===== src/sar_adc_map.svh =====
// Purpose: Offsets, field positions, reset values and timing counts for the converter control.
// Assumes: Wishbone byte addresses, one 32-bit word per register.
// Notes: Included by its bare name.
`ifndef SAR_ADC_MAP_SVH
`define SAR_ADC_MAP_SVH

// Register byte offsets
`define OFS_CTRL_A 6'h00
`define OFS_CTRL_B 6'h04
`define OFS_RES_HI 6'h08
`define OFS_RES_LO 6'h0c
`define OFS_FLAGS 6'h10
`define OFS_STATUS 6'h14

// Control A fields
`define CA_CLK_HI 7
`define CA_CLK_LO 6
`define CA_CHS_HI 5
`define CA_CHS_LO 2
`define CA_GO 1
`define CA_EN 0
`define CA_RESET 8'h00

// Control B fields
`define CB_JUSTIFY 7
`define CB_NREF 5
`define CB_PREF 4
`define CB_MASK 8'hb0
`define CB_RESET 8'h00

// Flag register fields
`define FL_DONE 0
`define FL_IRQ_EN 1

// Clock dividers (system clocks per conversion-clock period)
`define DIV_2 8'd2
`define DIV_8 8'd8
`define DIV_32 8'd32

// Conversion length and abort recovery in conversion-clock periods
`define CONV_PERIODS 4'd11
`define ABORT_PERIODS 4'd2

`endif


===== src/sar_adc_pkg.sv =====
// Purpose: Types shared by the converter control modules.
// Assumes: Nothing beyond the map header.
// Notes: Constants live in sar_adc_map.svh.
package sar_adc_pkg;
  typedef enum logic [1:0] {CLK_DIV2, CLK_DIV8, CLK_DIV32, CLK_RC} clk_sel_t;
  typedef enum logic [1:0] {SEQ_IDLE, SEQ_HOLD, SEQ_BITS, SEQ_RECOVER} seq_state_t;
endpackage


===== src/sar_seq_if.sv =====
// Purpose: Signals between the control block and the approximation sequencer.
// Assumes: One clock domain.
// Notes: Tick marks one conversion-clock period.
`timescale 1ns/1ps
`default_nettype none
interface sar_seq_if;
  logic tick;
  logic start;
  logic abort;
  logic busy;
  logic done;
  logic [9:0] result;
  logic [9:0] trial;
  logic cmp_high;
  modport ctrl (output tick, output start, output abort, input busy, input done,
    input result, input trial, output cmp_high);
  modport seq (input tick, input start, input abort, output busy, output done,
    output result, output trial, input cmp_high);
endinterface
`default_nettype wire


===== src/sar_adc_ctrl.sv =====
// Purpose: Control logic of a 10-bit successive-approximation converter with Wishbone access.
// Assumes: Classic Wishbone, 32-bit data, byte offsets; analog parts are outside.
// Notes: The comparator answer and RC clock arrive on pins and are synchronised here.
`timescale 1ns/1ps
`include "sar_adc_map.svh"
`default_nettype none
// How it works
// - Ten-bit result by successive approximation, stored in high and low result registers.
// - Channel field selects which input feeds the sample-and-hold.
// - Two reference bits choose positive and negative references independently.
// - Clock field: 00 div2, 01 div8, 10 div32, 11 internal RC.
// - One bit period per conversion clock; full conversion takes 11 periods.
// - Done flag sets on every completion, regardless of interrupt enable.
// - Enabled completion interrupt wakes a sleeping device.
// - Justify bit places result left or right in the register pair.
// - Works only while enabled; writing go starts a conversion.
// - Completion clears go, sets flag, loads new result.
// - Clearing go early aborts; result registers keep the previous value.
// - After abort wait two conversion periods, then acquire selected channel again.
// - Reset returns registers to reset state and stops conversion.
// - Sleep conversion only with RC clock; RC start deferred one instruction cycle.
// - Sleeping with interrupt disabled powers down after completion, enable stays set.
// - Non-RC clock: sleep aborts conversion and powers down, enable stays set.
// - Compare trigger sets go, starts conversion, and resets the timer.
// - Control A: clock 7-6, channel 5-2, go bit 1, enable bit 0.
// - Codes 0-13 inputs, 14 comparator reference, 15 fixed reference.
// - Right: bits 9:8 in high 1:0; left: 9:2 high, 1:0 low top.
// - Negative ref bit one selects pin; positive ref bit one selects pin.
module sar_adc_ctrl
  import sar_adc_pkg::*;
(
  // Clock and reset
  input wire logic clk_i,
  input wire logic rst_i,
  // Wishbone slave
  input wire logic cyc_i,
  input wire logic stb_i,
  input wire logic we_i,
  input wire logic [5:0] adr_i,
  input wire logic [3:0] sel_i,
  input wire logic [31:0] dat_i,
  output logic [31:0] dat_o,
  output logic ack_o,
  // Core and trigger events
  input wire logic sleep_i,
  input wire logic instr_cycle_i,
  input wire logic special_trigger_i,
  output logic timer_reset_o,
  output logic wake_o,
  // Analog front end
  input wire logic rc_clk_i,
  input wire logic cmp_high_i,
  output logic [3:0] channel_sel_o,
  output logic positive_ref_select_o,
  output logic negative_ref_select_o,
  output logic [9:0] dac_code_o,
  output logic sample_o,
  output logic powered_o
);
  logic [7:0] ctrl_a_ff;
  logic [7:0] ctrl_b_ff;
  logic [9:0] res_ff;
  logic done_flag_ff;
  logic irq_en_ff;
  logic [1:0] rc_sync_ff;
  logic [1:0] cmp_sync_ff;
  logic pending_ff;
  logic down_ff;
  logic ack_ff;
  logic [31:0] dat_ff;
  logic tick;
  logic wr;
  logic rd;
  logic go_wr_set;
  logic go_wr_clr;
  logic rc_sel;
  sar_seq_if sq ();

  assign wr = cyc_i && stb_i && we_i && sel_i[0] && !ack_ff;
  assign rd = cyc_i && stb_i && !we_i && !ack_ff;
  assign rc_sel = (ctrl_a_ff[`CA_CLK_HI:`CA_CLK_LO] == 2'b11);
  assign go_wr_set = wr && adr_i == `OFS_CTRL_A && dat_i[`CA_GO] && dat_i[`CA_EN]
    && ctrl_a_ff[`CA_EN];
  assign go_wr_clr = wr && adr_i == `OFS_CTRL_A && !dat_i[`CA_GO];

  // Pin inputs pass two flops before any use
  always_ff @(posedge clk_i)
  begin
    if (rst_i)
    begin
      rc_sync_ff <= 2'b00;
      cmp_sync_ff <= 2'b00;
    end
    else
    begin
      rc_sync_ff <= {rc_sync_ff[0], rc_clk_i};
      cmp_sync_ff <= {cmp_sync_ff[0], cmp_high_i};
    end
  end

  sar_tick_gen u_tick (
    .clk_i(clk_i),
    .rst_i(rst_i),
    .sel_i(clk_sel_t'(ctrl_a_ff[`CA_CLK_HI:`CA_CLK_LO])),
    .rc_level_i(rc_sync_ff[1]),
    .tick_o(tick)
  );

  sar_sequencer u_seq (
    .clk_i(clk_i),
    .rst_i(rst_i),
    .sq(sq.seq)
  );

  // Sequencer steps through hold, bits and recovery on conversion-clock ticks; start and abort act at once
  assign sq.tick = tick;
  assign sq.cmp_high = cmp_sync_ff[1];
  // Start after any RC deferral, abort on software clear, disable or sleep with a non-RC clock.
  // Held back while busy, so a request during recovery is not lost.
  assign sq.start = pending_ff && ctrl_a_ff[`CA_EN] && !down_ff && !sq.busy
    && (!rc_sel || instr_cycle_i);
  assign sq.abort = (go_wr_clr && ctrl_a_ff[`CA_GO]) || !ctrl_a_ff[`CA_EN]
    || (sleep_i && !rc_sel);

  // A start request waits here until the sequencer is free
  always_ff @(posedge clk_i)
  begin
    if (rst_i || sq.abort || sq.start)
      pending_ff <= 1'b0;
    else if (go_wr_set || (special_trigger_i && ctrl_a_ff[`CA_EN]))
      pending_ff <= 1'b1;
  end

  // Control A; hardware clears go on completion or abort
  always_ff @(posedge clk_i)
  begin
    if (rst_i)
      ctrl_a_ff <= `CA_RESET;
    else
    begin
      if (wr && adr_i == `OFS_CTRL_A)
      begin
        ctrl_a_ff <= dat_i[7:0];
        // Go only sticks when the converter was already on
        ctrl_a_ff[`CA_GO] <= go_wr_set || (ctrl_a_ff[`CA_GO] && dat_i[`CA_GO]);
      end
      if (special_trigger_i && ctrl_a_ff[`CA_EN])
        ctrl_a_ff[`CA_GO] <= 1'b1;
      if (sq.done || (sleep_i && !rc_sel) || !ctrl_a_ff[`CA_EN])
        ctrl_a_ff[`CA_GO] <= 1'b0;
    end
  end

  // Control B: justify and reference bits only
  always_ff @(posedge clk_i)
  begin
    if (rst_i)
      ctrl_b_ff <= `CB_RESET;
    else if (wr && adr_i == `OFS_CTRL_B)
      ctrl_b_ff <= dat_i[7:0] & `CB_MASK;
  end

  // Result updates only on completion, so aborts keep the old value
  always_ff @(posedge clk_i)
  begin
    if (rst_i)
      res_ff <= 10'h000;
    else if (sq.done)
      res_ff <= sq.result;
  end

  // Done flag: completion wins over a software clear in the same cycle
  always_ff @(posedge clk_i)
  begin
    if (rst_i)
    begin
      done_flag_ff <= 1'b0;
      irq_en_ff <= 1'b0;
    end
    else
    begin
      if (wr && adr_i == `OFS_FLAGS)
      begin
        done_flag_ff <= dat_i[`FL_DONE];
        irq_en_ff <= dat_i[`FL_IRQ_EN];
      end
      if (sq.done)
        done_flag_ff <= 1'b1;
    end
  end

  // Power-down after sleep completion without interrupt, or on sleep with non-RC clock
  always_ff @(posedge clk_i)
  begin
    if (rst_i || !sleep_i)
      down_ff <= 1'b0;
    else if ((sq.done && !irq_en_ff) || !rc_sel)
      down_ff <= 1'b1;
  end

  // Registered outputs toward the analog side and the core
  always_ff @(posedge clk_i)
  begin
    if (rst_i)
    begin
      channel_sel_o <= 4'h0;
      positive_ref_select_o <= 1'b0;
      negative_ref_select_o <= 1'b0;
      dac_code_o <= 10'h000;
      sample_o <= 1'b0;
      powered_o <= 1'b0;
      wake_o <= 1'b0;
      timer_reset_o <= 1'b0;
    end
    else
    begin
      channel_sel_o <= ctrl_a_ff[`CA_CHS_HI:`CA_CHS_LO];
      positive_ref_select_o <= ctrl_b_ff[`CB_PREF];
      negative_ref_select_o <= ctrl_b_ff[`CB_NREF];
      dac_code_o <= sq.trial;
      // Acquire whenever enabled, not converting and not powered down; resumes after abort recovery
      sample_o <= ctrl_a_ff[`CA_EN] && !sq.busy && !down_ff;
      powered_o <= ctrl_a_ff[`CA_EN] && !down_ff;
      wake_o <= sleep_i && sq.done && irq_en_ff;
      timer_reset_o <= special_trigger_i && ctrl_a_ff[`CA_EN];
    end
  end

  // Wishbone read mux and one-cycle ack; unmapped addresses read zero
  always_ff @(posedge clk_i)
  begin
    if (rst_i)
    begin
      ack_ff <= 1'b0;
      dat_ff <= 32'h0000_0000;
    end
    else
    begin
      ack_ff <= cyc_i && stb_i && !ack_ff;
      if (rd)
      begin
        case (adr_i)
          `OFS_CTRL_A: dat_ff <= {24'h000000, ctrl_a_ff};
          `OFS_CTRL_B: dat_ff <= {24'h000000, ctrl_b_ff};
          `OFS_RES_HI: dat_ff <= {24'h000000, ctrl_b_ff[`CB_JUSTIFY]
            ? {6'h00, res_ff[9:8]} : res_ff[9:2]};
          `OFS_RES_LO: dat_ff <= {24'h000000, ctrl_b_ff[`CB_JUSTIFY]
            ? res_ff[7:0] : {res_ff[1:0], 6'h00}};
          `OFS_FLAGS: dat_ff <= {30'h0, irq_en_ff, done_flag_ff};
          `OFS_STATUS: dat_ff <= {29'h0, down_ff, pending_ff, sq.busy};
          default: dat_ff <= 32'h0000_0000;
        endcase
      end
    end
  end

  assign ack_o = ack_ff;
  assign dat_o = dat_ff;
endmodule
`default_nettype wire


===== src/sar_tick_gen.sv =====
// Purpose: Produces one pulse per conversion-clock period.
// Assumes: RC clock pin already synchronised by the caller.
// Notes: Divider restarts when the selection changes to avoid a runt period.
`timescale 1ns/1ps
`include "sar_adc_map.svh"
`default_nettype none
module sar_tick_gen
  import sar_adc_pkg::*;
(
  // Clock and reset
  input wire logic clk_i,
  input wire logic rst_i,
  // Selection
  input wire sar_adc_pkg::clk_sel_t sel_i,
  input wire logic rc_level_i,
  // Period pulse
  output logic tick_o
);
  logic [7:0] cnt_ff;
  logic [7:0] div;
  logic rc_last_ff;
  sar_adc_pkg::clk_sel_t sel_last_ff;

  // Divide ratio for the system clock options
  always_comb
  begin
    case (sel_i)
      CLK_DIV2: div = `DIV_2;
      CLK_DIV8: div = `DIV_8;
      default: div = `DIV_32;
    endcase
  end

  // Divider counter
  always_ff @(posedge clk_i)
  begin
    if (rst_i || sel_i != sel_last_ff || cnt_ff == div - 8'd1)
      cnt_ff <= 8'h00;
    else
      cnt_ff <= cnt_ff + 8'h01;
  end

  // Remember selection and RC level for edge detect
  always_ff @(posedge clk_i)
  begin
    if (rst_i)
    begin
      sel_last_ff <= CLK_DIV2;
      rc_last_ff <= 1'b0;
    end
    else
    begin
      sel_last_ff <= sel_i;
      rc_last_ff <= rc_level_i;
    end
  end

  // Tick on divider wrap, or on a rising edge of the RC clock
  assign tick_o = (sel_i == CLK_RC) ? (rc_level_i && !rc_last_ff)
                : (sel_i == sel_last_ff && cnt_ff == div - 8'd1);
endmodule
`default_nettype wire


===== src/sar_sequencer.sv =====
// Purpose: Successive-approximation sequencer, one step per conversion-clock period.
// Assumes: Comparator answer valid one period after the trial code is presented.
// Notes: Busy covers hold, bit periods and the abort recovery.
`timescale 1ns/1ps
`include "sar_adc_map.svh"
`default_nettype none
module sar_sequencer
  import sar_adc_pkg::*;
(
  // Clock and reset
  input wire logic clk_i,
  input wire logic rst_i,
  // Control side
  sar_seq_if.seq sq
);
  seq_state_t state_ff;
  logic [3:0] cnt_ff;
  logic [9:0] sar_ff;
  logic [9:0] bit_ff;
  logic done_ff;

  // Main sequence: 1 hold period plus 10 bit periods, MSB first
  always_ff @(posedge clk_i)
  begin
    if (rst_i)
    begin
      state_ff <= SEQ_IDLE;
      cnt_ff <= 4'h0;
      sar_ff <= 10'h000;
      bit_ff <= 10'h000;
      done_ff <= 1'b0;
    end
    else
    begin
      done_ff <= 1'b0;
      if (sq.abort && state_ff != SEQ_IDLE && state_ff != SEQ_RECOVER)
      begin
        state_ff <= SEQ_RECOVER;
        cnt_ff <= 4'h0;
      end
      else
      begin
        case (state_ff)
          SEQ_IDLE:
          begin
            if (sq.start)
            begin
              state_ff <= SEQ_HOLD;
              sar_ff <= 10'h200;
              bit_ff <= 10'h200;
            end
          end
          SEQ_HOLD:
          begin
            if (sq.tick)
            begin
              state_ff <= SEQ_BITS;
              cnt_ff <= 4'h1;
            end
          end
          SEQ_BITS:
          begin
            if (sq.tick)
            begin
              // Keep or drop the trial bit, then try the next lower one
              sar_ff <= (sq.cmp_high ? sar_ff : (sar_ff & ~bit_ff)) | (bit_ff >> 1);
              bit_ff <= bit_ff >> 1;
              cnt_ff <= cnt_ff + 4'h1;
              if (cnt_ff == `CONV_PERIODS - 4'd1)
              begin
                state_ff <= SEQ_IDLE;
                done_ff <= 1'b1;
              end
            end
          end
          SEQ_RECOVER:
          begin
            if (sq.tick)
            begin
              cnt_ff <= cnt_ff + 4'h1;
              if (cnt_ff == `ABORT_PERIODS - 4'd1)
                state_ff <= SEQ_IDLE;
            end
          end
          default: state_ff <= SEQ_IDLE;
        endcase
      end
    end
  end

  assign sq.busy = (state_ff != SEQ_IDLE);
  assign sq.done = done_ff;
  assign sq.result = sar_ff;
  assign sq.trial = sar_ff;
endmodule
`default_nettype wire


===== config.mk =====
export PLATFORM = sky130hd
export DESIGN_NAME = sar_adc_ctrl
export DESIGN_NICKNAME = d
export VERILOG_FILES = /design/src/sar_adc_pkg.sv /design/src/sar_seq_if.sv /design/src/sar_adc_ctrl.sv /design/src/sar_tick_gen.sv /design/src/sar_sequencer.sv
export VERILOG_INCLUDE_DIRS = /design/src /design/src/src
export SDC_FILE = /design/constraint.sdc
export NUM_CORES = 1
export LEC_CHECK = 0
export BUFFER_PORTS_ARGS = -buffer_cell sky130_fd_sc_hd__buf_2
export CAP_MARGIN = 20
export CORE_MARGIN = 2
export CORE_UTILIZATION = 57
export CTS_CLUSTER_SIZE = 8
export DETAILED_ROUTE_END_ITERATION = 7
export PLACE_DENSITY = 0.91
export SYNTH_ARGS = -nofsm -noshare
export SYNTH_HDL_FRONTEND = slang
export SYNTH_SLANG_ARGS = --single-unit

===== constraint.sdc =====
create_clock -name clk_i -period 5.08 [get_ports clk_i]
set_input_delay 0.762 -clock clk_i [delete_from_list [all_inputs] [get_ports clk_i]]
set_output_delay 0.762 -clock clk_i [all_outputs]
set_load 0.005 [all_outputs]

==> results.md, run 1 <==
| Quantity | Value |
|---|---|
| Status | completed |
| Finished Core Util | 63.8% |
| Maximum root-to-sink buffer count | 2 |
| Number of antenna violations at the first check in global routing | 0 |
| Total power after layout | 1.35 mW |
| Die Y-Extent | 90.6 µm |
| Summed instance area of the synthesized netlist | 4270 µm² |
| Total congestion overflow | 0 |
| Maximum cell stage delay along the critical path | 780 ps |
| Final hold vios | 0 |
| Average cell area after synthesis | 9.29 µm² |
| Seq. cell area | 1920 µm² |
| Net switching component of the power | 0.368 mW |
| Number of buffers inserted during clock tree synthesis | 9 |
| Total negative setup slack | 0 ps |
| Clk_skew | 10.0 ps |
| Maximum number of pins on one net before global-route repair | 45 |
| Fraction of final layout cells sized beyond drive strength 1 | 17.0% |
| Clock latency at the later pin of the worst-skew pair | 370 ps |
| Combinational share of power | 7.3% |
| Number of global-route vias before repair | 3254 |
| Max_slew headroom | 30.5% |
| Clock tree from TritonCTS | done |
| Crit start category | register |
| Critical path data required time | 5340 ps |
| Post-synthesis async set-or-reset flop share | 0% |
| Drt first pass iters | 7 |
| Kind of cell adding the most delay to the critical path | compound AO/OA/AOI/OAI gates |
| Starting density of the core | 58.9% |
| HPWL reported at the end of detailed placement | 6.54 mm |
| Resized Gates After CTS | 0 |
| Total of hold buffers inserted after clock tree synthesis | 0 |
| Hold_sp | rc_sync_ff[0]$_SDFF_PP0_ |
| Max-slew violations | 0 |
| Sum of buffers and inverters on the critical path | 0 |
| Setup violators final | 0 |
| Slowest-stage cell, CP | sky130_fd_sc_hd__a21oi_2 |
| Number of sinks handled by clock tree synthesis | 96 |
| Multi-input gate area | 2040 µm² |
| Switching share of total power | 27.3% |
| Critical path data arrival time | 3340 ps |
| Number of synthesized register bits | 96 |
| Area growth, synth to finish | 8.34% |
| Violation count after the first detailed-routing iteration | 305 |
| Number of enable flip-flop cells after synthesis | 0 |
| Count of inserted antenna diode cells | 0 |
| Number of levels in the clock H-tree | 3 |
| Fmax achieved | 0.325 GHz |
| Internal Pwr Total | 0.980 mW |
| LEAKAGE | 1.85 nW |
| Boundary Pins | 105 |
| DIE WIDTH | 90.6 µm |
| Sort of element at the end of the critical path | register |
| Proportion of power drawn by flip-flops and latches | 57.2% |
| Post-route minimum period | 3080 ps |
| Commonest register cell after synthesis | sky130_fd_sc_hd__dfxtp_1 |
| Power Dens Cells | 291 nW/µm² |
| Type of the most critical hold path | register to register |
| Portion of total power attributed to the clock network | 35.4% |
| Core footprint | 7250 µm² |
| Via density per instance | 5.90 |
| Category of the critical setup timing path | register to register |
| Number of library cell types mapped by synthesis | 67 |
| Count of nets after finishing | 553 |
| Yosys synthesis warning count | 0 |
| Fillers | 587 |
| Average wire length per cell after detail routing | 15.5 µm |
| Crit share post-route | 60.6% |
| Worst reg2reg path startpoint | ctrl_a_ff[7]$_SDFFE_PP0P_ |
| DIE AREA | 8210 µm² |
| Number of cells produced by synthesis | 460 |
| Least-Margin Pin Slew | 1040 ps |
| Count of buffers from port buffering | 53 |
| Buffer type at the clock tree root | sky130_fd_sc_hd__clkbuf_8 |
| Residual DRC | 0 |
| Most repeated library cell on the critical path | sky130_fd_sc_hd__a21oi_2 |
| Sequential element share of the synthesized area | 45.0% |
| RePlAce Congestion | 0.875 |
| Clock transition at the registers of the reported paths | 100 ps |
| RSZ-0062 raised after global routing | no |
| Post-CTS setup buffer count | 0 |
| Number of nets still failing antenna checks after routing | 0 |
| Maximum resistive drop on vdd | 0.190 mV |
| Critical-path cell list | or2_2 > ha_1 > xor2_1 > o2111ai_1 > a21oi_2 > a21oi_2 > nor3_4 > a221o_1 |
| Routed vias | 3541 |
| GRT Resource Usage Total | 22.9% |
| Crit path from | ctrl_a_ff[7]$_SDFFE_PP0P_ |
| Routed WL | 9.32 mm |
| Crit-path max FO | 21 |
| Global-route wire length before repair | 15.3 mm |
| Maximum Capacitance Violations | 0 |
| Number of standard-cell rows in the floorplan | 31 |
## cells by family after synthesis
family	share of synthesized area, %
muxes	4.92
buffers and inverters	9.28
and+or+nand+nor	20.5
other	0.0877
DFF	45.0
xor gates and xnor gates	2.25
adders and majority gates	1.46
AOI/OAI and AO/OA	16.5
## sequential cells by signal, indices dropped and copies added (netlist names), 2 cells and up
name                cells
channel_sel_o           4
cmp_sync_ff             2
ctrl_a_ff               8
ctrl_b_ff               3
dac_code_o             10
dat_o                   8
rc_sync_ff              2
res_ff                 10
u_seq.bit_ff           10
u_seq.cnt_ff            4
u_seq.sq.result        10
u_seq.state_ff          2
u_tick.cnt_ff           8
u_tick.sel_last_ff      2
## metrics by stage
step | hold slack (ps) | instances | cell area [µm²] | setup WS, ps
after floorplan | 414 | 483 | 4360 | 2750
after global placement | 421 | 584 | 4440 | 2150
after detailed placement | 427 | 584 | 4440 | 2070
after CTS | 453 | 600 | 4630 | 2060
after global routing | 468 | 600 | 4630 | 1860
final | 447 | 600 | 4630 | 2000
## per-layer routing
metal / wire length [µm] / global-route usage [%] / vias up / part of all wire [%]
met3: 613 / 6.01 / 30 / 6.6
li1: - / - / 1647 / -
met4: 222 / 7.56 / 0 / 2.4
met2: 4550 / 38.4 / 141 / 49
met5: 0 / 0 / - / 0
met1: 3940 / 28.5 / 1723 / 42
## path summary, 6_finish.rpt
path	slack [ps]	cells past startpoint	endpoint
hold reg to reg	450	1	rc_sync_ff[1]$_SDFF_PP0_
hold / removal	450	1	rc_sync_ff[1]$_SDFF_PP0_
setup / recovery	2000	8	u_seq.sq.result[4]$_SDFFE_PP0P_
setup reg to reg	2000	8	u_seq.sq.result[4]$_SDFFE_PP0P_
## cells in the mapped netlist (8+ instances only)
master                     number  area share (%)
sky130_fd_sc_hd__nand3_1       15             1.8
sky130_fd_sc_hd__nor2b_1       23             3.4
sky130_fd_sc_hd__a21oi_1       17             2.0
sky130_fd_sc_hd__o21ai_0       19             2.2
sky130_fd_sc_hd__nor4_1        12             1.8
sky130_fd_sc_hd__inv_1         20             1.8
sky130_fd_sc_hd__buf_4         25             4.4
sky130_fd_sc_hd__xor2_1         8             1.6
sky130_fd_sc_hd__mux2i_1       21             4.9
sky130_fd_sc_hd__nand2_1       20             1.8
sky130_fd_sc_hd__a22o_1         9             1.8
sky130_fd_sc_hd__a221o_1        9             2.1
sky130_fd_sc_hd__dfxtp_1       96              45
sky130_fd_sc_hd__clkbuf_1      18             1.6
sky130_fd_sc_hd__nor2_1        47             4.1
## layout by cell type (no fill, tap or decap), drive strengths merged, types with 4 or more instances in the layout
master  synthesis  final
ha              5      5
a221o           9      9
or2             4      4
dfxtp          96     96
nor2           47     47
nor3            4      4
xor2            8      8
a221oi          4      4
a22o            9      9
nor2b          23     23
clkbuf         18      9
or3             5      5
o21ai          19     19
buf            35     55
and2            4      4
inv            20     23
nand3          15     15
nor4           13     13
conb            1     24
mux2i          21     21
and3            5      5
a21oi          19     19
nand2b          5      5
nand2          21     21
## cell type report
type	count	share of cell area [%]
multi-input cells	314	44.1
flip-flops and latches	96	41.5
repair buffers	55	6.05
clock buffers	9	2.67
well taps	99	2.67
inverters	20	1.62
clock inverters	7	1.38
## power groups by stage
stage | registers [mW] | logic, mW | clock network [mW]
finish | 0.771 | 0.0989 | 0.477
global route | 0.773 | 0.110 | 0.517
CTS | 0.771 | 0.0975 | 0.481
detailed placement | 0.789 | 0.0970 | 0
global placement | 0.788 | 0.0935 | 0
floorplan | 0.783 | 0.0867 | 0
## worst reg2reg max path, cell delays in order, from the launching register on
cell	delay [ps]
sky130_fd_sc_hd__dfxtp_1	460
sky130_fd_sc_hd__or2_2	360
sky130_fd_sc_hd__ha_1	310
sky130_fd_sc_hd__xor2_1	160
sky130_fd_sc_hd__o2111ai_1	120
sky130_fd_sc_hd__a21oi_2	80
sky130_fd_sc_hd__a21oi_2	780
sky130_fd_sc_hd__nor3_4	260
sky130_fd_sc_hd__a221o_1	440
No activity file was read; power rests on OpenSTA's default activity.
==> run 2, diff against run 1 <==
--- a/config.mk
+++ b/config.mk
@@ -6,13 +6,14 @@
 export SDC_FILE = /design/constraint.sdc
 export NUM_CORES = 1
 export LEC_CHECK = 0
+export ABC_AREA = 1
 export BUFFER_PORTS_ARGS = -buffer_cell sky130_fd_sc_hd__buf_2
 export CAP_MARGIN = 20
 export CORE_MARGIN = 2
-export CORE_UTILIZATION = 57
+export CORE_UTILIZATION = 48
 export CTS_CLUSTER_SIZE = 8
 export DETAILED_ROUTE_END_ITERATION = 7
-export PLACE_DENSITY = 0.91
+export PLACE_DENSITY = 0.83
 export SYNTH_ARGS = -nofsm -noshare
 export SYNTH_HDL_FRONTEND = slang
 export SYNTH_SLANG_ARGS = --single-unit
==> constraint.sdc (replaced) <==
create_clock -name clk_i -period 2.8 [get_ports clk_i]
set_input_delay 0.42 -clock clk_i [delete_from_list [all_inputs] [get_ports clk_i]]
set_output_delay 0.42 -clock clk_i [all_outputs]
set_load 0.005 [all_outputs]
==> run 2 against run 1 <==
  * Synthesized cell count is 19% higher
  * Total power is 100% higher
  * Sequential share of layout area is 0.16 points lower
  * Register-to-register slack worse by 1400 ps
  * Via count is 1.3% higher
  * Synthesized area is 1.8% lower
  * Critical path depth is 6 higher
  * First-iteration DRC count is 42% lower
  * Die area is 16% higher
  * Clock skew is 1.1 ps lower
  * Hold slack worse by 190 ps
  * Critical endpoint is now u_seq.sq.result[5]$_SDFFE_PP0P_
  * Largest power group unchanged
  * Highest routed layer unchanged
==> results.md, run 2 <==
| Quantity | Value | Delta |
|---|---|---|
| Status | completed |  |
| Ranking of synthesized cells by area | sky130_fd_sc_hd__dfxtp_1 (46%), sky130_fd_sc_hd__nand2_1 (8.8%), sky130_fd_sc_hd__inv_1 (6.1%) |  |
| Number of standard-cell rows in the floorplan | 34 | +9.7% |
| LEAKAGE | 2.16 nW | +17% |
| Worst path setup slack after routing | 646 ps | -1360 ps |
| Fraction of post-synthesis cell area in the top cell type by area | 45.8% | +0.80 points |
| Setup violators final | 0 | unchanged |
| Place WS | 673 ps | -1390 ps |
| Maximum Capacitance Violations | 0 | unchanged |
| Max_slew headroom | 62.4% | +32 points |
| RePlAce Congestion | 0.864 | -1.2% |
| Cell with the most instances after synthesis | sky130_fd_sc_hd__nand2_1 |  |
| Hold_sp | rc_clk_i |  |
| Drt first pass iters | 5 | -2 |
| Number of levels in the clock H-tree | 3 | unchanged |
| Clock latency at the later pin of the worst-skew pair | 360 ps | about the same |
| Number of cells produced by synthesis | 546 | +19% |
| Crit start category | register |  |
| Total instance count after detailed placement | 695 | +19% |
| Number of sinks handled by clock tree synthesis | 96 | unchanged |
| Residual DRC | 0 | unchanged |
| DIE AREA | 9510 µm² | +16% |
| Number of library cell types mapped by synthesis | 48 | -28% |
| Yosys synthesis warning count | 0 | unchanged |
| Global-route wire length before repair | 14.4 mm | -6.0% |
| R2r setup slk | 650 ps | -1360 ps |
| Starting density of the core | 48.9% | -10 points |
| Maximum resistive drop on vdd | 0.221 mV | +17% |
| GRT Resource Usage Total | 18.4% | -4.5 points |
| Routed vias | 3587 | +1.3% |
| Critical path data required time | 3120 ps | -2220 ps |
| Crit share post-route | 76.9% | +16 points |
| Average cell area after synthesis | 7.69 µm² | -17% |
| Sort of element at the end of the critical path | register |  |
| Post-synthesis async set-or-reset flop share | 0% | unchanged |
| Most common cell after layout, fill and taps aside | sky130_fd_sc_hd__nand2_1 |  |
| Buffer type at the clock tree root | sky130_fd_sc_hd__clkbuf_8 |  |
| Number of buffers inserted during clock tree synthesis | 9 | unchanged |
| HPWL reported at the end of detailed placement | 6.42 mm | -1.8% |
| Top post-synthesis cells by count | sky130_fd_sc_hd__nand2_1 (99), sky130_fd_sc_hd__dfxtp_1 (96), sky130_fd_sc_hd__inv_1 (68) |  |
| Clock transition at the registers of the reported paths | 110 ps | about the same |
| Summed instance area of the synthesized netlist | 4200 µm² | -1.8% |
| Count of buffers from port buffering | 53 | unchanged |
| Crit-path max FO | 10 | -52% |
| Maximum number of pins on one net before global-route repair | 46 | +2.2% |
| Sequential element share of the synthesized area | 45.8% | +0.80 points |
| Number of enable flip-flop cells after synthesis | 0 | unchanged |
| Routed WL | 8.70 mm | -6.6% |
| Least-Margin Pin Slew | 564 ps | -479 ps |
| Boundary Pins | 105 | unchanged |
| Fillers | 786 | +34% |
| Number of antenna violations at the first check in global routing | 0 | unchanged |
| Count of nets after finishing | 655 | +18% |
| Type of the most critical hold path | input port to register |  |
| Finished Core Util | 54.1% | -9.8 points |
| Total cell area at the placement stage | 4450 µm² | about the same |
| Violation count after the first detailed-routing iteration | 176 | -42% |
| Seq. cell area | 1920 µm² | unchanged |
| Count of placed standard cells in the final layout, fillers left out | 711 | +19% |
| Core footprint | 8590 µm² | +18% |
| Hold worst-path end | rc_sync_ff[0]$_SDFF_PP0_ |  |
| Critical path data arrival time | 2470 ps | -870 ps |
| Total of hold buffers inserted after clock tree synthesis | 0 | unchanged |
| Category of the critical setup timing path | register to register |  |
| Resized Gates After CTS | 0 | unchanged |
| Post-route minimum period | 2150 ps | -924 ps |
| Most frequent cells in the layout | sky130_fd_sc_hd__nand2_1 (99), sky130_fd_sc_hd__dfxtp_1 (96), sky130_fd_sc_hd__inv_1 (68) |  |
| Count of cells along the worst register-to-register path | 14 | +6 |
| Fraction of final layout cells sized beyond drive strength 1 | 17.1% | +0.12 points |
| Multi-input gate area | 1830 µm² | -10% |
| Fmax achieved | 0.464 GHz | +43% |
| Final hold vios | 0 | unchanged |
| Count of inserted antenna diode cells | 0 | unchanged |
| Total congestion overflow | 0 | unchanged |
| Average wire length per cell after detail routing | 12.2 µm | -21% |
| Post-Layout Inst Area | 4650 µm² | +0.38% |
| Max-slew violations | 0 | unchanged |
| DIE WIDTH | 97.5 µm | +7.7% |
| Number of cells on the worst hold path | 3 | +2 |
| Area growth, synth to finish | 10.7% |  |
| RSZ-0062 raised after global routing | no |  |
| Power Dens Cells | 591 nW/µm² | +100% |
| Maximum root-to-sink buffer count | 2 | unchanged |
| Clk_skew | 8.94 ps | -1.10 ps |
| Worst r2r dst | u_seq.sq.result[5]$_SDFFE_PP0P_ |  |
| Post-CTS setup buffer count | 0 | unchanged |
| Number of global-route vias before repair | 3173 | -2.5% |
| Yosys top cell by area | sky130_fd_sc_hd__dfxtp_1 |  |
| Via density per instance | 5.05 | -15% |
| Clock tree from TritonCTS | done |  |
| Commonest register cell after synthesis | sky130_fd_sc_hd__dfxtp_1 |  |
| Total negative setup slack | 0 ps | unchanged |
| Number of synthesized register bits | 96 | unchanged |
| Number of nets still failing antenna checks after routing | 0 | unchanged |
| Worst reg2reg path startpoint | ctrl_a_ff[7]$_SDFFE_PP0P_ |  |
| Die Y-Extent | 97.5 µm | +7.7% |
run 2: cell count changes after synthesis, moves of 15 or more:
cell,before,now
sky130_fd_sc_hd__inv_1,20,68
sky130_fd_sc_hd__nor2b_1,23,0
sky130_fd_sc_hd__a21oi_1,17,43
sky130_fd_sc_hd__o21ai_1,0,15
sky130_fd_sc_hd__nand2_1,20,99
sky130_fd_sc_hd__mux2i_1,21,0
run 2: worst max-delay path by stage:
stage | start | endpoint | slack [ps] | cells past startpoint
final | ctrl_a_ff[7]$_SDFFE_PP0P_ | u_seq.sq.result[5]$_SDFFE_PP0P_ | 650 | 14
after global routing | ctrl_a_ff[7]$_SDFFE_PP0P_ | u_seq.sq.result[5]$_SDFFE_PP0P_ | 430 | 13
after CTS | ctrl_a_ff[7]$_SDFFE_PP0P_ | u_seq.sq.result[5]$_SDFFE_PP0P_ | 670 | 13
after detailed placement | ctrl_a_ff[7]$_SDFFE_PP0P_ | u_seq.sq.result[5]$_SDFFE_PP0P_ | 670 | 13
after global placement | ctrl_a_ff[7]$_SDFFE_PP0P_ | u_seq.sq.result[7]$_SDFFE_PP0P_ | 750 | 13
after floorplan | ctrl_a_ff[7]$_SDFFE_PP0P_ | u_seq.bit_ff[9]$_SDFFE_PP0P_ | 910 | 15
run 2: area by class of cell:
| class | count | area share, % |
|---|---|---|
| multi-input cells | 361 | 39.3 |
| flip-flops and latches | 96 | 41.3 |
| well taps | 108 | 2.91 |
| inverters | 75 | 6.06 |
| clock buffers | 9 | 2.66 |
| clock inverters | 7 | 1.67 |
| repair buffers | 55 | 6.03 |
run 2: report_power, final:
| part | switching (mW) | internal, mW |
|---|---|---|
| Clock | 0.539 | 0.354 |
| Sequential | 0.0269 | 1.40 |
| Combinational | 0.298 | 0.129 |
| Total | 0.864 | 1.88 |
run 2: logic make-up after synthesis:
group	share of synthesized area, %
AO/OA/AOI/OAI	14.0
XOR/XNOR	0.834
adder cells (fa/ha/maj)	1.49
buffers and inverters	12.8
flip-flops	45.8
other	0.0893
AND/OR/NAND/NOR	25.0
run 2: through the flow:
step | hold WS, ps | total power, mW
6_report | 254 | 2.75
2_1_floorplan | 388 | 1.81
4_1_cts | 243 | 2.76
3_5_place_dp | 398 | 1.88
3_3_place_gp | 396 | 1.85
5_1_grt | 232 | 2.87
run 2: critical path, stage by stage (launching register included):
cell	delay, ps
sky130_fd_sc_hd__dfxtp_1	550
sky130_fd_sc_hd__inv_2	110
sky130_fd_sc_hd__nand2_1	80
sky130_fd_sc_hd__ha_1	230
sky130_fd_sc_hd__nand2_1	60
sky130_fd_sc_hd__nand2_1	70
sky130_fd_sc_hd__inv_1	60
sky130_fd_sc_hd__nand2_1	40
sky130_fd_sc_hd__nor2_1	100
sky130_fd_sc_hd__nand3_1	100
sky130_fd_sc_hd__nand2_2	140
sky130_fd_sc_hd__nand2_2	170
sky130_fd_sc_hd__inv_2	180
sky130_fd_sc_hd__nand3_1	120
sky130_fd_sc_hd__nand2_1	100
run 2: per-layer routing:
layer	part of all wire (%)	up-vias	GRT usage [%]
li1	-	1820	-
met5	0	-	0
met4	1.9	0	6.94
met1	45	1617	23.3
met2	47	136	30.7
met3	5.4	14	3.88
==> run 3, diff against run 2 <==
--- a/config.mk
+++ b/config.mk
@@ -10,10 +10,10 @@
 export BUFFER_PORTS_ARGS = -buffer_cell sky130_fd_sc_hd__buf_2
 export CAP_MARGIN = 20
 export CORE_MARGIN = 2
-export CORE_UTILIZATION = 48
+export CORE_UTILIZATION = 53
 export CTS_CLUSTER_SIZE = 8
 export DETAILED_ROUTE_END_ITERATION = 7
-export PLACE_DENSITY = 0.83
+export PLACE_DENSITY = 0.87
 export SYNTH_ARGS = -nofsm -noshare
 export SYNTH_HDL_FRONTEND = slang
 export SYNTH_SLANG_ARGS = --single-unit
==> constraint.sdc (replaced) <==
create_clock -name clk_i -period 2.3 [get_ports clk_i]
set_input_delay 0.345 -clock clk_i [delete_from_list [all_inputs] [get_ports clk_i]]
set_output_delay 0.345 -clock clk_i [all_outputs]
set_load 0.005 [all_outputs]
==> run 3 against run 2 <==
  * Cell count decreased by 0.56%
  * Via count increased by 2.7%
  * Sequential power increased by 22%
  * Sequential cell count unchanged
  * Combinational power increased by 31%
  * Largest cell class unchanged
  * Clock skew increased by 5.1 ps
  * Worst setup slack got worse by 470 ps
  * Routed wire length increased by 7.3%
  * Non-clock buffer count increased by 1
==> results.md, run 3 (synthesis gave the netlist of run 2 again) <==
| Quantity | Value | Delta |
|---|---|---|
| R2r setup slk | 170 ps | -470 ps |
| Count of nets after finishing | 657 | +0.31% |
| Post-route worst hold slack | 175 ps | -79.6 ps |
| Maximum number of pins on one net before global-route repair | 29 | -37% |
| Number of antenna violations at the first check in global routing | 0 | unchanged |
| Count of placed standard cells in the final layout, fillers left out | 707 | -0.56% |
| Count of cells along the worst register-to-register path | 14 | unchanged |
| Average wire length per cell after detail routing | 13.2 µm | +7.9% |
| Worst reg2reg path startpoint | ctrl_a_ff[7]$_SDFFE_PP0P_ |  |
| Number of nets still failing antenna checks after routing | 0 | unchanged |
| Fmax achieved | 0.470 GHz | +1.3% |
| Starting density of the core | 54.6% | +5.8 points |
| Clk_skew | 14.1 ps | +5.14 ps |
| Crit start category | register |  |
| Setup violators final | 0 | unchanged |
| Critical path data required time | 2610 ps | -510 ps |
| Maximum root-to-sink buffer count | 2 | unchanged |
| Number of buffers inserted during clock tree synthesis | 9 | unchanged |
| Crit-path max FO | 10 | unchanged |
| Post-Layout Inst Area | 4670 µm² | +0.40% |
| Count of inserted antenna diode cells | 0 | unchanged |
| Drt first pass iters | 5 | unchanged |
| Clock tree from TritonCTS | done |  |
| Final hold vios | 0 | unchanged |
| Total negative setup slack | 0 ps | unchanged |
| Count of buffers from port buffering | 53 | unchanged |
| Violation count after the first detailed-routing iteration | 200 | +14% |
| Fraction of final layout cells sized beyond drive strength 1 | 17.5% | +0.44 points |
| Most frequent cells in the layout | sky130_fd_sc_hd__nand2_1 (99), sky130_fd_sc_hd__dfxtp_1 (95), sky130_fd_sc_hd__inv_1 (68) |  |
| Total instance count after detailed placement | 690 | -0.72% |
| Global-route wire length before repair | 15.3 mm | +6.1% |
| Sort of element at the end of the critical path | register |  |
| Hold worst-path end | rc_sync_ff[0]$_SDFF_PP0_ |  |
| Routed vias | 3684 | +2.7% |
| Number of sinks handled by clock tree synthesis | 96 | unchanged |
| Worst r2r dst | u_seq.bit_ff[1]$_SDFFE_PP0P_ |  |
| Status | completed |  |
| Most common cell after layout, fill and taps aside | sky130_fd_sc_hd__nand2_1 |  |
| Worst path setup slack after routing | 174 ps | -472 ps |
| Max-slew violations | 0 | unchanged |
| HPWL reported at the end of detailed placement | 6.63 mm | +3.2% |
| Hold_sp | rc_clk_i |  |
| Power Dens Cells | 727 nW/µm² | +23% |
| Least-Margin Pin Slew | 549 ps | -14.5 ps |
| Type of the most critical hold path | input port to register |  |
| Crit share post-route | 92.4% | +15 points |
| Total cell area at the placement stage | 4460 µm² | +0.28% |
| Via density per instance | 5.21 | +3.3% |
| Total congestion overflow | 0 | unchanged |
| Number of cells on the worst hold path | 3 | unchanged |
| Boundary Pins | 105 | unchanged |
| Category of the critical setup timing path | register to register |  |
| Post-CTS setup buffer count | 0 | unchanged |
| Area growth, synth to finish | 11.1% |  |
| DIE AREA | 8650 µm² | -9.1% |
| Number of levels in the clock H-tree | 3 | unchanged |
| DIE WIDTH | 93.0 µm | -4.6% |
| LEAKAGE | 2.16 nW | +0.25% |
| Post-route minimum period | 2130 ps | -28.2 ps |
| Maximum resistive drop on vdd | 0.415 mV | +88% |
| Maximum Capacitance Violations | 0 | unchanged |
| Routed WL | 9.34 mm | +7.3% |
| Residual DRC | 0 | unchanged |
| Buffer type at the clock tree root | sky130_fd_sc_hd__clkbuf_8 |  |
| Die Y-Extent | 93.0 µm | -4.6% |
| Fillers | 701 | -11% |
| RSZ-0062 raised after global routing | no |  |
| Number of global-route vias before repair | 3436 | +8.3% |
| Clock transition at the registers of the reported paths | 100 ps | about the same |
| RePlAce Congestion | 0.876 | +1.4% |
| GRT Resource Usage Total | 22.1% | +3.7 points |
| Max_slew headroom | 63.2% | +0.74 points |
| Core footprint | 7690 µm² | -11% |
| Clock latency at the later pin of the worst-skew pair | 370 ps | about the same |
| Number of standard-cell rows in the floorplan | 32 | -5.9% |
| Place WS | 149 ps | -524 ps |
| Critical path data arrival time | 2440 ps | -30 ps |
run 3: cell count changes in the layout (fill, tap and decap cells not counted), sizes merged:
cell	change
buf	+1
clkinv	-2
nand3	+1
clkinvlp	+1
inv	+1
run 3: area by class of cell:
class,count,area (µm²),share of cell area (%)
clock buffer,9,124,2.65
multi-input combinational,362,1840,39.4
sequential,96,1920,41.2
timing repair buffer,56,300,6.43
clock inverter,7,72.6,1.55
tap,102,128,2.73
inverter,75,282,6.03
run 3: worst max-delay path: stages (launching register included):
cell                      delay (ps)
sky130_fd_sc_hd__dfxtp_2         390
sky130_fd_sc_hd__nor2_2          140
sky130_fd_sc_hd__inv_1            60
sky130_fd_sc_hd__ha_1            300
sky130_fd_sc_hd__nand2_1          70
sky130_fd_sc_hd__nand2_1          80
sky130_fd_sc_hd__inv_1            70
sky130_fd_sc_hd__nand2_1          50
sky130_fd_sc_hd__nor2_1           90
sky130_fd_sc_hd__nand3_1         100
sky130_fd_sc_hd__nand2_2         130
sky130_fd_sc_hd__nand2_2         180
sky130_fd_sc_hd__inv_2           200
sky130_fd_sc_hd__nand3_1         130
sky130_fd_sc_hd__nand2_1          90
run 3: repair_timing:
item,4_1_cts,5_1_grt
hold buffers,0,0
gates resized for setup,0,1
setup endpoints to repair,0,20
run 3: worst max path at each step:
stage                                   start                               to  depth (start not counted)
finish              ctrl_a_ff[7]$_SDFFE_PP0P_     u_seq.bit_ff[1]$_SDFFE_PP0P_                         14
global route        ctrl_a_ff[7]$_SDFFE_PP0P_     u_seq.bit_ff[1]$_SDFFE_PP0P_                         14
global placement    ctrl_a_ff[7]$_SDFFE_PP0P_  u_seq.sq.result[6]$_SDFFE_PP0P_                         13
detailed placement  ctrl_a_ff[7]$_SDFFE_PP0P_  u_seq.sq.result[8]$_SDFFE_PP0P_                         13
CTS                 ctrl_a_ff[7]$_SDFFE_PP0P_  u_seq.sq.result[8]$_SDFFE_PP0P_                         13
floorplan           ctrl_a_ff[7]$_SDFFE_PP0P_     u_seq.bit_ff[9]$_SDFFE_PP0P_                         15
run 3: where the power goes:
group          internal (mW)  switching [mW]
registers               1.70          0.0322
logic                  0.164           0.397
clock network          0.427           0.671
total                   2.29            1.10
run 3: metal layers:
layer  routed length (µm)  track usage, %  up-vias  share of wire, %
met5                    0               0        -                 0
met4                  169            8.09        0               1.8
met3                  667            4.83       19               7.1
met2                 4580            38.8      158                49
met1                 3920            26.5     1693                42
li1                     -               -     1814                 -
run 3: through the flow:
| stage | power (mW) | utilization [%] |
|---|---|---|
| after CTS | 3.36 | 60.6 |
| final | 3.39 | 60.7 |
| after floorplan | 2.21 | - |
| after global placement | 2.26 | 58.0 |
| after global routing | 3.55 | 60.7 |
| after detailed placement | 2.29 | 58.0 |
